## src/core/bgc_gate_consts.svh

```systemverilog
// Constants shared by the bridge gate control and fault guard block.
`ifndef BGC_GATE_CONSTS_SVH
`define BGC_GATE_CONSTS_SVH

// ----------------------------------------------------------------------
// Widths
// ----------------------------------------------------------------------
`define BGC_PWM_W        9
`define BGC_DEAD_W       8
`define BGC_PRESC_W      8
`define BGC_BRIDGES      4
`define BGC_GROUPS       2

// ----------------------------------------------------------------------
// Reset values and fixed levels
// ----------------------------------------------------------------------
`define BGC_PWM_CNT_RST  9'h000
`define BGC_PRESC_RST    8'h00
`define BGC_DEAD_RST     8'h00
`define BGC_DEAD_ONE     8'h01
`define BGC_CNT_ONE      9'h001
`define BGC_PRESC_ONE    8'h01
`define BGC_FLAG_RST     1'b0
`define BGC_LVL_LOW      1'b0
`define BGC_LVL_HIGH     1'b1

// ----------------------------------------------------------------------
// Bridge positions
// ----------------------------------------------------------------------
`define BGC_BR_Y2        0
`define BGC_BR_Y1_W      1
`define BGC_BR_X2_V      2
`define BGC_BR_X1_U      3

`endif

```

## src/core/bgc_pkg.sv

```systemverilog
// Types shared by the bridge gate control and fault guard block.
package bgc_pkg;

	// One half bridge: both transistors off, one of them on, or dead time.
	typedef enum logic [1:0] {
		BGC_HB_OFF  = 2'b00,
		BGC_HB_HIGH = 2'b01,
		BGC_HB_LOW  = 2'b10,
		BGC_HB_DEAD = 2'b11
	} bgc_hb_state_t;

endpackage

```

## src/core/bgc_sync2.sv

```systemverilog
// Two flip-flop synchroniser for pin inputs.
`timescale 1ns/1ps

module bgc_sync2 #(
	parameter int          WIDTH   = 1,
	parameter logic [WIDTH-1:0] RST_VAL = '0
) (
	input  wire logic             ref_clk,
	input  wire logic             reset_n,
	input  wire logic [WIDTH-1:0] async_in,
	output logic      [WIDTH-1:0] sync_out
);

	logic [WIDTH-1:0] meta_reg;
	logic [WIDTH-1:0] meta_next;
	logic [WIDTH-1:0] sync_reg;
	logic [WIDTH-1:0] sync_next;

	always_comb begin
		meta_next = async_in;
		sync_next = meta_reg;
	end

	// Reset to the idle level so an active-low pin does not look asserted.
	always_ff @(posedge ref_clk) begin
		if (!reset_n) begin
			meta_reg <= RST_VAL;
			sync_reg <= RST_VAL;
		end else begin
			meta_reg <= meta_next;
			sync_reg <= sync_next;
		end
	end

	assign sync_out = sync_reg;

endmodule

```

## src/core/bgc_half_bridge.sv

```systemverilog
// One half bridge with break-before-make dead time.
`timescale 1ns/1ps
`include "bgc_gate_consts.svh"

module bgc_half_bridge (
	input  wire logic                   ref_clk,
	input  wire logic                   reset_n,
	input  wire logic                   bridge_en,
	input  wire logic                   want_high,
	input  wire logic [`BGC_DEAD_W-1:0] dead_time,
	output logic                        high_on,
	output logic                        low_on
);

	bgc_pkg::bgc_hb_state_t state_reg;
	bgc_pkg::bgc_hb_state_t state_next;
	bgc_pkg::bgc_hb_state_t target;
	logic [`BGC_DEAD_W-1:0] dead_reg;
	logic [`BGC_DEAD_W-1:0] dead_next;
	logic [`BGC_DEAD_W-1:0] dead_load;

	// A conducting state is only ever entered through dead time, so an
	// off phase in between cannot shorten the gap between the two switches.
	always_comb begin
		target     = !bridge_en ? bgc_pkg::BGC_HB_OFF :
		             (want_high ? bgc_pkg::BGC_HB_HIGH : bgc_pkg::BGC_HB_LOW);
		dead_load  = (dead_time == `BGC_DEAD_RST) ? `BGC_DEAD_ONE : dead_time;
		state_next = state_reg;
		dead_next  = dead_reg;
		case (state_reg)
			bgc_pkg::BGC_HB_DEAD: begin
				if (target == bgc_pkg::BGC_HB_OFF) begin
					state_next = bgc_pkg::BGC_HB_OFF;
				end else if (dead_reg <= `BGC_DEAD_ONE) begin
					state_next = target;
				end else begin
					dead_next = dead_reg - `BGC_DEAD_ONE;
				end
			end
			default: begin
				if (target == bgc_pkg::BGC_HB_OFF) begin
					state_next = bgc_pkg::BGC_HB_OFF;
				end else if (target != state_reg) begin
					state_next = bgc_pkg::BGC_HB_DEAD;
					dead_next  = dead_load;
				end
			end
		endcase
	end

	always_ff @(posedge ref_clk) begin
		if (!reset_n) begin
			state_reg <= bgc_pkg::BGC_HB_OFF;
			dead_reg  <= `BGC_DEAD_RST;
		end else begin
			state_reg <= state_next;
			dead_reg  <= dead_next;
		end
	end

	assign high_on = (state_reg == bgc_pkg::BGC_HB_HIGH);
	assign low_on  = (state_reg == bgc_pkg::BGC_HB_LOW);

endmodule

```

## src/core/bgc_gate_ctrl.sv

```systemverilog
// Gate control stage: PWM, dead time, polarity, chopping, fault latch, data line share.
`timescale 1ns/1ps
`include "bgc_gate_consts.svh"

// Function
// Companion select low routes companion data out
// Both selected: companion data wins on line
// Host selects only one device at once
// Polarity inputs set high and low gate sense
// Polarity zero means active low gates
// Either fault input disables gates at once
// Unused fault input tied to inactive level
// Fault latches until host clear bit written
// Latched fault drives gates to fault levels
// Fault status pin copies internal fault flag
// Bridge on only while its comparators low
// Three-phase ignores first pair; two-phase separate
// Phase values: two at 90, three at 120
// Programmable PWM frequency and dead time
// Fault inputs sampled; flag sets first cycle
// Clear ignored while a fault input active
module bgc_gate_ctrl (
	input  wire logic                    ref_clk,
	input  wire logic                    reset_n,
	// Host serial data line sharing.
	input  wire logic                    own_chip_select_n,
	input  wire logic                    own_serial_out,
	input  wire logic                    companion_chip_select_n,
	input  wire logic                    companion_serial_out_in,
	output logic                         host_serial_out,
	output logic                         host_serial_oe,
	// Waveform and timing configuration.
	input  wire logic                    three_phase_mode,
	input  wire logic [`BGC_PWM_W-1:0]   phase_a_value,
	input  wire logic [`BGC_PWM_W-1:0]   phase_b_value,
	input  wire logic [`BGC_PWM_W-1:0]   phase_c_value,
	input  wire logic [`BGC_PWM_W-1:0]   pwm_period,
	input  wire logic [`BGC_PRESC_W-1:0] pwm_prescale,
	input  wire logic [`BGC_DEAD_W-1:0]  dead_time,
	// Gate polarity and fault levels.
	input  wire logic                    high_side_polarity,
	input  wire logic                    low_side_polarity,
	input  wire logic                    fault_high_side_level,
	input  wire logic                    fault_low_side_level,
	// Overcurrent.
	input  wire logic                    fault_in_active_high,
	input  wire logic                    fault_in_active_low,
	input  wire logic                    fault_clear,
	output logic                         fault_status_out,
	// Current comparators, index 0 is the first phase pair.
	input  wire logic [`BGC_BRIDGES-1:0] phase_compare_pos,
	input  wire logic [`BGC_BRIDGES-1:0] phase_compare_neg,
	// Gate outputs at pin level.
	output logic      [`BGC_BRIDGES-1:0] gate_high,
	output logic      [`BGC_BRIDGES-1:0] gate_low,
	output logic                         pwm_cycle_start
);

	// ------------------------------------------------------------------
	// Host data line sharing
	// ------------------------------------------------------------------
	// This is a plain mux on the serial path. Putting it through flops
	// would skew the host's shift timing, so it stays combinational.
	always_comb begin
		if (!companion_chip_select_n) begin
			host_serial_out = companion_serial_out_in;
		end else begin
			host_serial_out = own_serial_out;
		end
		host_serial_oe = !companion_chip_select_n || !own_chip_select_n;
	end

	// ------------------------------------------------------------------
	// Pin synchronisers
	// ------------------------------------------------------------------
	logic [1:0]               fault_pins_sync;
	logic [3:0]               level_pins_sync;
	logic [`BGC_BRIDGES-1:0]  cmp_pos_sync;
	logic [`BGC_BRIDGES-1:0]  cmp_neg_sync;

	// The active-low fault pin idles high; reset it there.
	bgc_sync2 #(
		.WIDTH   (2),
		.RST_VAL (2'b10)
	) u_sync_fault (
		.ref_clk  (ref_clk),
		.reset_n  (reset_n),
		.async_in ({fault_in_active_low, fault_in_active_high}),
		.sync_out (fault_pins_sync)
	);

	bgc_sync2 #(
		.WIDTH   (4),
		.RST_VAL (4'h0)
	) u_sync_level (
		.ref_clk  (ref_clk),
		.reset_n  (reset_n),
		.async_in ({fault_low_side_level, fault_high_side_level,
		            low_side_polarity, high_side_polarity}),
		.sync_out (level_pins_sync)
	);

	bgc_sync2 #(
		.WIDTH   (2 * `BGC_BRIDGES),
		.RST_VAL (8'h00)
	) u_sync_cmp (
		.ref_clk  (ref_clk),
		.reset_n  (reset_n),
		.async_in ({phase_compare_neg, phase_compare_pos}),
		.sync_out ({cmp_neg_sync, cmp_pos_sync})
	);

	logic hs_pol;
	logic ls_pol;
	logic hs_fault_lvl;
	logic ls_fault_lvl;

	assign hs_pol       = level_pins_sync[0];
	assign ls_pol       = level_pins_sync[1];
	assign hs_fault_lvl = level_pins_sync[2];
	assign ls_fault_lvl = level_pins_sync[3];

	// ------------------------------------------------------------------
	// Overcurrent latch
	// ------------------------------------------------------------------
	logic fault_active;
	logic fault_reg;
	logic fault_next;

	always_comb begin
		// Either sense asserts; an unused pin tied inactive never does.
		fault_active = fault_pins_sync[0] || !fault_pins_sync[1];
		// Set wins over clear, so a clear during an active input is void.
		fault_next   = fault_active || (fault_reg && !fault_clear);
	end

	always_ff @(posedge ref_clk) begin
		if (!reset_n) begin
			fault_reg <= `BGC_FLAG_RST;
		end else begin
			fault_reg <= fault_next;
		end
	end

	assign fault_status_out = fault_reg;

	// ------------------------------------------------------------------
	// PWM carrier
	// ------------------------------------------------------------------
	logic [`BGC_PRESC_W-1:0] presc_reg;
	logic [`BGC_PRESC_W-1:0] presc_next;
	logic                    pwm_tick;
	logic [`BGC_PWM_W-1:0]   cnt_reg;
	logic [`BGC_PWM_W-1:0]   cnt_next;
	logic                    start_reg;
	logic                    start_next;

	// The prescaler divides the clock into a count enable; together with
	// the period it sets the PWM frequency.
	always_comb begin
		pwm_tick   = (presc_reg >= pwm_prescale);
		presc_next = pwm_tick ? `BGC_PRESC_RST : presc_reg + `BGC_PRESC_ONE;
		cnt_next   = cnt_reg;
		start_next = 1'b0;
		if (pwm_tick) begin
			if (cnt_reg >= pwm_period) begin
				cnt_next   = `BGC_PWM_CNT_RST;
				start_next = 1'b1;
			end else begin
				cnt_next = cnt_reg + `BGC_CNT_ONE;
			end
		end
	end

	always_ff @(posedge ref_clk) begin
		if (!reset_n) begin
			presc_reg <= `BGC_PRESC_RST;
			cnt_reg   <= `BGC_PWM_CNT_RST;
			start_reg <= 1'b0;
		end else begin
			presc_reg <= presc_next;
			cnt_reg   <= cnt_next;
			start_reg <= start_next;
		end
	end

	assign pwm_cycle_start = start_reg;

	// ------------------------------------------------------------------
	// Current chopping
	// ------------------------------------------------------------------
	// Group 0 is the Y phase, group 1 the X phase; in three-phase mode
	// group 0 carries the shared decision for all three bridges.
	logic [`BGC_BRIDGES-1:0] cmp_any;
	logic [`BGC_GROUPS-1:0]  chop_set;
	logic [`BGC_GROUPS-1:0]  chop_reg;
	logic [`BGC_GROUPS-1:0]  chop_next;

	always_comb begin
		cmp_any = cmp_pos_sync | cmp_neg_sync;
		if (three_phase_mode) begin
			chop_set[0] = cmp_any[`BGC_BR_Y1_W] || cmp_any[`BGC_BR_X2_V]
			              || cmp_any[`BGC_BR_X1_U];
			chop_set[1] = chop_set[0];
		end else begin
			chop_set[0] = cmp_any[`BGC_BR_Y2] || cmp_any[`BGC_BR_Y1_W];
			chop_set[1] = cmp_any[`BGC_BR_X2_V] || cmp_any[`BGC_BR_X1_U];
		end
		// The chop holds for the rest of the PWM cycle to stop the bridge
		// chattering on comparator noise; a new trip still wins the restart.
		chop_next = chop_set | (start_reg ? {`BGC_GROUPS{1'b0}} : chop_reg);
	end

	always_ff @(posedge ref_clk) begin
		if (!reset_n) begin
			chop_reg <= {`BGC_GROUPS{1'b0}};
		end else begin
			chop_reg <= chop_next;
		end
	end

	// ------------------------------------------------------------------
	// Duty per bridge
	// ------------------------------------------------------------------
	// Phase values are two's complement; flipping the sign bit gives an
	// offset duty. Two-phase drives each winding between a bridge pair
	// with opposite duty, three-phase uses one bridge per phase.
	logic [`BGC_PWM_W-1:0]  duty_a;
	logic [`BGC_PWM_W-1:0]  duty_b;
	logic [`BGC_PWM_W-1:0]  duty_c;
	logic [`BGC_PWM_W-1:0]  duty [`BGC_BRIDGES];
	logic [`BGC_BRIDGES-1:0] bridge_used;
	logic [`BGC_BRIDGES-1:0] bridge_chop;

	always_comb begin
		duty_a = {~phase_a_value[`BGC_PWM_W-1], phase_a_value[`BGC_PWM_W-2:0]};
		duty_b = {~phase_b_value[`BGC_PWM_W-1], phase_b_value[`BGC_PWM_W-2:0]};
		duty_c = {~phase_c_value[`BGC_PWM_W-1], phase_c_value[`BGC_PWM_W-2:0]};
		if (three_phase_mode) begin
			duty[`BGC_BR_Y2]   = `BGC_PWM_CNT_RST;
			duty[`BGC_BR_Y1_W] = duty_c;
			duty[`BGC_BR_X2_V] = duty_b;
			duty[`BGC_BR_X1_U] = duty_a;
			bridge_used        = 4'he;
			bridge_chop        = {4{chop_reg[0]}};
		end else begin
			duty[`BGC_BR_Y2]   = ~duty_b;
			duty[`BGC_BR_Y1_W] = duty_b;
			duty[`BGC_BR_X2_V] = ~duty_a;
			duty[`BGC_BR_X1_U] = duty_a;
			bridge_used        = 4'hf;
			bridge_chop        = {{2{chop_reg[1]}}, {2{chop_reg[0]}}};
		end
	end

	// ------------------------------------------------------------------
	// Bridges and output stage
	// ------------------------------------------------------------------
	logic [`BGC_BRIDGES-1:0] high_on;
	logic [`BGC_BRIDGES-1:0] low_on;
	logic [`BGC_BRIDGES-1:0] gate_high_reg;
	logic [`BGC_BRIDGES-1:0] gate_high_next;
	logic [`BGC_BRIDGES-1:0] gate_low_reg;
	logic [`BGC_BRIDGES-1:0] gate_low_next;

	genvar gi;
	generate
		for (gi = 0; gi < `BGC_BRIDGES; gi++) begin : g_bridge
			logic en;
			logic want;

			// A chopped or faulted bridge has its half bridge switched off; a fault then sets its gates to the fault levels.
			assign en   = bridge_used[gi] && !bridge_chop[gi] && !fault_reg;
			assign want = (cnt_reg < duty[gi]);

			bgc_half_bridge u_hb (
				.ref_clk   (ref_clk),
				.reset_n   (reset_n),
				.bridge_en (en),
				.want_high (want),
				.dead_time (dead_time),
				.high_on   (high_on[gi]),
				.low_on    (low_on[gi])
			);

			always_comb begin
				if (fault_reg || fault_active) begin
					gate_high_next[gi] = hs_fault_lvl;
					gate_low_next[gi]  = ls_fault_lvl;
				end else begin
					// Polarity zero inverts the sense: active low.
					gate_high_next[gi] = hs_pol ? high_on[gi] : !high_on[gi];
					gate_low_next[gi]  = ls_pol ? low_on[gi] : !low_on[gi];
				end
			end
		end
	endgenerate

	// Gates come up both off with the polarity at reset: active low.
	always_ff @(posedge ref_clk) begin
		if (!reset_n) begin
			gate_high_reg <= {`BGC_BRIDGES{`BGC_LVL_HIGH}};
			gate_low_reg  <= {`BGC_BRIDGES{`BGC_LVL_HIGH}};
		end else begin
			gate_high_reg <= gate_high_next;
			gate_low_reg  <= gate_low_next;
		end
	end

	assign gate_high = gate_high_reg;
	assign gate_low  = gate_low_reg;

endmodule

```

## config.mk

```make
export PLATFORM = sky130hd
export DESIGN_NAME = bgc_gate_ctrl
export DESIGN_NICKNAME = d
export VERILOG_FILES = /design/src/core/bgc_pkg.sv /design/src/core/bgc_sync2.sv /design/src/core/bgc_half_bridge.sv /design/src/core/bgc_gate_ctrl.sv
export VERILOG_INCLUDE_DIRS = /design/src /design/src/core
export SDC_FILE = /design/constraint.sdc
export NUM_CORES = 1
export LEC_CHECK = 0
export BUFFER_PORTS_ARGS = -buffer_cell sky130_fd_sc_hd__buf_2
export CORE_MARGIN = 2
export CORE_UTILIZATION = 55
export CTS_CLUSTER_DIAMETER = 60
export DETAILED_ROUTE_END_ITERATION = 7
export PLACE_DENSITY = 0.88
export SLEW_MARGIN = 20
export SYNTH_ARGS = -nofsm -noshare
export SYNTH_HDL_FRONTEND = slang
export SYNTH_HIERARCHICAL = 1
export SYNTH_SLANG_ARGS = --single-unit
```

## constraint.sdc

```tcl
create_clock -name ref_clk -period 5.76 [get_ports ref_clk]
set_input_delay 1.152 -clock ref_clk [delete_from_list [all_inputs] [get_ports ref_clk]]
set_output_delay 1.152 -clock ref_clk [all_outputs]
set_load 0.02 [all_outputs]
```

==> out/qor.yml, run 1 <==
detailed_routing:
  wl_mm: 14.8
  wire_per_inst_um: 15.5
  drc: 0
  initialDrtViolationCount: 550
  firstDrtPassIters: 5
  vias: 5729
  postRouteAntennaNets: 0
  vias_per_cell: 6.01
clocking:
  clock_path_buffers: 2
  htreeDepth: 3
  cts.sinks: 97
  cts_buffers: 9
  cts_hold_buf: 0
  ctsResizeCount: 0
  cts_tree: "yes"
  post-cts-setup-buffer-count: 0
  clk_latency_ns: 0.34
  root_buffer: "clkbuf_16"
  clk_pin_slew_ns: 0.06
setup_path:
  path_max_fanout: 38
  critPathMaxStageDelay_ns: 0.56
  crit_chain: "buf_2 > mux2i_1 > ha_1 > a21o_1 > a21oi_1 > nor2b_1 > o311a_1 > a211oi_1 > mux2i_1 > and2_1 > or2_1 > a32o_1"
  slowest_stage: "buf_2"
  worstSetupPathType: "in -> reg"
  cp_data_required_time_ns: 6.04
  crit_path_frequent_cell: "mux2i_1"
  rr_worst_depth: 10
  crit_path_start_kind: "primary input"
  arrival_ns: 4.46
  r2r-end: "g_bridge[1].u_hb/dead_reg[6]"
  end_kind: "flip-flop"
  r2r_slack_ns: 2.58
  timing.rr.start: "cnt_reg[4]"
finish:
  post_route_cells_drive_above_1_share_pct: 19.8
  diodes: 0
  largest_register_ff_count: 32
  stdcell_count: 953
  multi_input_area_sq_mm: 0.00411
  final_nets: 939
  fillers: 949
  area_growth_pct: 12.2
  stdcell_area_sq_mm: 0.00714
  fin_util_pct: 62.8
  regArea_sq_mm: 0.00194
timing:
  period_minus_slack_ns: 4.18
  finalSetupViolCount: 0
  finalCritPeriodShare_pct: 72.5
  finClkSkew_ns: 0.00942
  worst_pin_slew_ns: 0.815
  rsz0062_at_grt: "no"
  holdWs_ns: 0.409
  slew_headroom_pct: 45.7
  hold_violations: 0
  final.setup.tns_ns: 0
  fmax_mhz: 239
  finalMaxSlewViolations: 0
global_route:
  grt_util_all_layers_pct: 23.5
  grt_antenna_before_repair: 0
  grt_pass1_wl_mm: 24.5
  grt_max_degree: 95
  grt_overflow: 0
  grt_pass1_vias: 5298
place:
  place_area_sq_mm: 0.00685
  hpwlAfterDp_mm: 10.4
  io_buffers: 85
  gp_congestion: 0.884
  dp.cells: 938
min_path:
  min_path_type: "reg -> reg"
  whs_path_depth: 1
  hold_end: "u_sync_fault/sync_out[1]"
  hp-start: "u_sync_fault/meta_reg[1]"
floorplan:
  core.rowCount: 39
  core_sq_mm: 0.0114
  die_x_um: 112
  initial_core_util_pct: 56.0
  ios: 86
  die_y_um: 112
  die_area_sq_mm: 0.0124
yosys:
  synth_seq_cells: 97
  synth_fp_nets: 867
  synth_edf_count: 0
  synth-seq-area-share_pct: 30.5
  yosys_warnings: 6
  postSynth.asyncResetShare_pct: 0
  ys_types: 70
  syn-cell-area_sq_mm: 0.00636
  synth-main-ff-cell: "dfxtp_1"
  avgSynthCellArea_sq_um: 8.67
  syn_inst: 734
job:
  cap_violations: 0
run_status:
  status: "finished clean"
power_and_ir_drop:
  ir_worst_vdd_uv: 152
  p_per_area_mw_per_mm2: 247
  power_leakage_nw: 3.25
critical path: cells and delay by family:
family | cells | cell delay (ns)
compound gates | 5 | 1.21
fa+ha+maj | 1 | 0.26
buf+inv | 1 | 0.56
mux | 2 | 0.48
simple gates | 3 | 0.78
metal layers:
metal,up-vias,GRT usage (%),share of wire [%]
li1,2845,-,-
met1,2628,31.1,45
met2,223,39.1,47
met3,33,3.10,5.6
met4,0,8.97,2.5
met5,-,0,0
power by group:
part	leakage (nW)	internal, mW	switching, mW	total, mW
combinational	2.31	0.177	0.223	0.399
clock	0.140	0.338	0.252	0.590
sequential	0.799	0.720	0.0585	0.778
synthesized netlist by cell type, types with 4 or more instances:
library cell	instances	area share, %
o21ai_0	23	1.8
and2_2	12	1.4
ha_1	59	12
inv_1	47	2.8
mux2i_1	15	2.4
nand3_1	20	1.6
a22oi_1	6	0.71
dfxtp_1	97	31
buf_2	5	0.39
a22o_1	6	0.83
and3_1	4	0.39
nand2b_1	12	1.2
and2_1	35	3.4
nor2b_1	12	1.2
o211ai_1	5	0.59
o22ai_1	25	2.5
a21o_1	8	0.94
a32o_1	25	3.9
buf_6	4	0.71
nand3b_1	6	0.71
nor3_2	4	0.63
clkbuf_1	15	0.88
xor2_1	11	1.5
nor3b_1	10	1.2
nand2_1	68	4.0
nor2_1	22	1.3
nand4_1	5	0.49
o221ai_1	4	0.55
o31a_1	5	0.69
nor3_4	6	1.5
nor4_1	8	0.79
a211oi_1	5	0.59
or2_2	12	1.2
or3_1	7	0.69
or2_1	4	0.39
nor3_1	27	2.1
a21oi_1	34	2.7
a31oi_1	12	1.2
cell families after synthesis:
family	after synthesis	synth area share [%]
buffers and inverters	73	4.89
DFF	97	30.5
AOI/OAI and AO/OA	185	22.1
adders and majority gates	59	11.6
and+or+nand+nor	289	26.1
xor gates and xnor gates	14	1.93
muxes	17	2.89
area by class of cell:
| type | instances | share of cell area, % |
|---|---|---|
| sequential | 97 | 27.2 |
| tap | 143 | 2.51 |
| timing repair buffer | 87 | 6.17 |
| multi-input combinational | 564 | 57.6 |
| inverter | 47 | 2.47 |
| clock inverter | 5 | 0.893 |
| clock buffer | 10 | 3.21 |
per-stage QoR:
stage	worst slack, ns	total power [mW]
6_report	1.58	1.77
5_1_grt	1.38	1.86
4_1_cts	1.62	1.77
3_5_place_dp	1.29	1.18
3_3_place_gp	1.40	1.17
2_1_floorplan	1.73	1.08
cell usage in the layout (no fill, tap or decap), types with 7 or more instances in the layout:
cell type	netlist	routed
inv_1	47	47
o21ai_0	23	23
or3_1	7	7
and2_1	35	35
clkbuf_16	0	9
mux2i_1	15	15
a21o_1	8	8
nand2b_1	12	12
a21oi_1	34	34
and2_2	12	12
nor3_1	27	27
nor2b_1	12	12
dfxtp_1	97	97
nor3b_1	10	10
buf_2	5	85
nor2_1	22	22
ha_1	59	59
o22ai_1	25	25
nor4_1	8	8
a31oi_1	12	12
or2_2	12	12
nand2_1	68	68
a32o_1	25	25
nand3_1	20	20
xor2_1	11	11
worst max-delay path by stage:
stage	slack, ns	end	start
floorplan	1.73	g_bridge[1].u_hb/dead_reg[3]	three_phase_mode
global placement	1.40	g_bridge[1].u_hb/dead_reg[1]	three_phase_mode
detailed placement	1.29	g_bridge[1].u_hb/dead_reg[1]	three_phase_mode
CTS	1.62	g_bridge[1].u_hb/dead_reg[6]	three_phase_mode
global route	1.38	g_bridge[1].u_hb/dead_reg[5]	three_phase_mode
finish	1.58	g_bridge[1].u_hb/dead_reg[6]	three_phase_mode
(Power assumes the default switching activity.)
==> run 2, diff against run 1 <==
Settings changed: ABC_AREA from default to 1.
Clock period 5.76 ns to 4 ns, I/O delays scaled along.
==> run 2 against run 1 <==
Effect of this change: non-clock buffer count up 2; die area is 2.0% higher; critical endpoint is now g_bridge[2].u_hb/dead_reg[4]; power rose by 65%; cell count increased by 28%; hold slack worse by 0.0021 ns; sequential share of layout area shrank 0.50 points; combinational power rose by 120%; synthesized cell count is 35% higher; cell area rose by 1.9%.
==> out/qor.yml, run 2 <==
yosys:
  synth-main-ff-cell: "dfxtp_1"
  synth_area_leader_cell: "dfxtp_1"
  synth_fp_nets: 1125  # +30%
  yosysMostFrequentCell: "nand2_1"
  synth-seq-area-share_pct: 29.9  # -0.61 points
  synth_seq_cells: 97  # unchanged
  syn_inst: 992  # +35%
  syn-cell-area_sq_mm: 0.00649  # +2.0%
  postSynth.asyncResetShare_pct: 0  # unchanged
  yosys_warnings: 6  # unchanged
  synth_edf_count: 0  # unchanged
  avgSynthCellArea_sq_um: 6.55  # -25%
  ys_types: 39  # -44%
  synth_area_leaders: "dfxtp_1 (30%), nand2_1 (14%), ha_1 (11%)"
  synth_top_area_share_pct: 29.9  # -0.61 points
  yosys-top-cells-count: "nand2_1 (239), inv_1 (146), nor2_1 (130), dfxtp_1 (97), o21ai_0 (83)"
detailed_routing:
  vias_per_cell: 5.17  # -14%
  highest_layer: "met4"
  wl_mm: 14.8  # +0.52%
  firstDrtPassIters: 5  # unchanged
  initialDrtViolationCount: 347  # -37%
  postRouteAntennaNets: 0  # unchanged
  dr_wl_met3_um: 886  # +8.2%
  wire_per_inst_um: 12.1  # -22%
  met1_length_mm: 6.20  # -5.9%
  wl_met2_mm: 7.36  # +5.6%
  vias: 6321  # +10%
  drc: 0  # unchanged
min_path:
  min_path_type: "reg -> reg"
global_route:
  grt_pass1_vias: 5676  # +7.1%
  grt_antenna_before_repair: 0  # unchanged
  grt_overflow: 0  # unchanged
  grt_max_degree: 41  # -57%
  grt_pass1_wl_mm: 24.8  # +1.2%
  grt_util_all_layers_pct: 23.9  # +0.46 points
place:
  dp.cells: 1207  # +29%
  hpwlAfterDp_mm: 11.2  # +7.3%
  gp_congestion: 0.921  # +4.1%
  io_buffers: 85  # unchanged
finish:
  mostFrequentLayoutCell: "nand2_1"
  area_growth_pct: 12.0
  final_nets: 1208  # +29%
  post_route_cells_drive_above_1_share_pct: 14.0  # -5.8 points
  stdcell_count: 1223  # +28%
  diodes: 0  # unchanged
  fin_util_pct: 63.4  # +0.62 points
  largest_register_ff_count: 32  # unchanged
  layout_common_cells: "nand2_1 (239), inv_1 (146), nor2_1 (130), dfxtp_1 (97), buf_2 (85)"
floorplan:
  die_x_um: 113  # +0.97%
  core_sq_mm: 0.0115  # +0.86%
  ios: 86  # unchanged
  die_area_sq_mm: 0.0127  # +2.0%
  core.rowCount: 39  # unchanged
  initial_core_util_pct: 56.6  # +0.65 points
  die_y_um: 113  # +0.97%
timing:
  rsz0062_at_grt: "no"
  slew_headroom_pct: 57.6  # +12 points
  finalCritPeriodShare_pct: 82.1
  worst_pin_slew_ns: 0.634  # -0.181 ns
  finClkSkew_ns: 0.00414  # -0.00527 ns
  hold_violations: 0  # unchanged
  final.setup.tns_ns: 0  # unchanged
  fmax_mhz: 305
  finalSetupViolCount: 0  # unchanged
  finalMaxSlewViolations: 0  # unchanged
  period_minus_slack_ns: 3.28
job:
  cap_violations: 0  # unchanged
power_and_ir_drop:
  p_per_area_mw_per_mm2: 400  # +62%
  power_leakage_nw: 3.89  # +20%
  ir_worst_vdd_uv: 277  # +83%
  power_mw: 2.91  # +65%
clocking:
  cts.sinks: 97  # unchanged
  post-cts-setup-buffer-count: 0  # unchanged
  htreeDepth: 3  # unchanged
  cts_buffers: 9  # unchanged
  cts_tree: "yes"
  clk_latency_ns: 0.36  # +0.02 ns
  clock_path_buffers: 2  # unchanged
  ctsResizeCount: 0  # unchanged
  cts_hold_buf: 0  # unchanged
  root_buffer: "clkbuf_16"
  clk_pin_slew_ns: 0.06  # about the same
setup_path:
  end_kind: "flip-flop"
  crit_path_start_kind: "primary input"
  worstSetupPathType: "in -> reg"
  crit_family: "simple AND/OR/NAND/NOR gates"
  slowest_stage: "a221oi_1"
  critPathMaxStageDelay_ns: 0.53  # -0.03 ns
  crit_chain: "buf_2 > inv_2 > nand2_1 > o21ai_0 > ha_1 > a21oi_1 > o21ai_0 > a221oi_1 > nor2_1 > nand2_1 > nand3_1 > nor2_2 > nand2_1 > o21ai_0 > nor2_1"
  path_max_fanout: 28  # -26%
  cp_data_required_time_ns: 4.24  # -1.80 ns
  arrival_ns: 3.52  # -0.94 ns
  path_buf_inv: 2  # +1
run_status:
  status: "finished clean"
==> run 2: changes by cell type after synthesis, moves of 35 or more <==
| cell | delta |
|---|---|
| o21ai_0 | +60 |
| inv_1 | +99 |
| nand2_1 | +171 |
| nand3_1 | +49 |
| and2_1 | -35 |
| nor2_1 | +108 |
==> run 2: worst reg2reg max path, delay by kind of cell, from the launching register on <==
kind                       cells  cell delay, ns
and+or+nand+nor                6            0.88
adders and majority gates      1            0.33
DFF                            1            0.57
AOI/OAI and AO/OA              4            0.84
==> run 2: logic make-up after synthesis <==
kind of cell,after synthesis,share of synthesized area [%]
compound gates,158,12.8
fa+ha+maj,59,11.4
simple gates,496,33.1
flops,97,29.9
mux,1,0.173
xor+xnor,11,1.48
buf+inv,170,11.1
==> run 2: power by group <==
group | switching, mW | total [mW] | internal (mW) | leakage [nW]
Clock | 0.400 | 0.852 | 0.453 | 0.144
Combinational | 0.581 | 0.891 | 0.310 | 2.95
Sequential | 0.0892 | 1.17 | 1.08 | 0.799
==> run 2: final cells by class <==
cell class	instances	area [sq um]
Sequential cell	97	1940
Clock buffer	10	239
Clock inverter	6	56.3
Fill cell	1041	4190
Multi-Input combinational cell	725	3830
Tap cell	143	179
Timing Repair Buffer	89	455
Inverter	153	574
==> run 2: worst paths after layout <==
kind	from	depth (start not counted)	to	slack, ns
setup / recovery	three_phase_mode	15	g_bridge[2].u_hb/dead_reg[4]	0.72
hold / removal	u_sync_fault/meta_reg[1]	2	u_sync_fault/sync_out[1]	0.41
setup reg to reg	cnt_reg[2]	11	g_bridge[2].u_hb/dead_reg[4]	1.26
hold reg to reg	u_sync_fault/meta_reg[1]	2	u_sync_fault/sync_out[1]	0.41
==> run 2: through the flow <==
step	hold slack (ns)	setup slack (ns)	area (sq um)
5_1_grt	0.423	0.353	7270
3_3_place_gp	0.393	0.539	6980
2_1_floorplan	0.380	1.05	6490
4_1_cts	0.409	0.740	7270
6_report	0.407	0.718	7270
3_5_place_dp	0.392	0.382	6980
==> run 2: per-layer routing <==
layer  vias up  track usage (%)
li1       3344                -
met1      2761             28.2
met2       180             42.3
met3        36             4.37
met4         0             10.6
met5         -                0
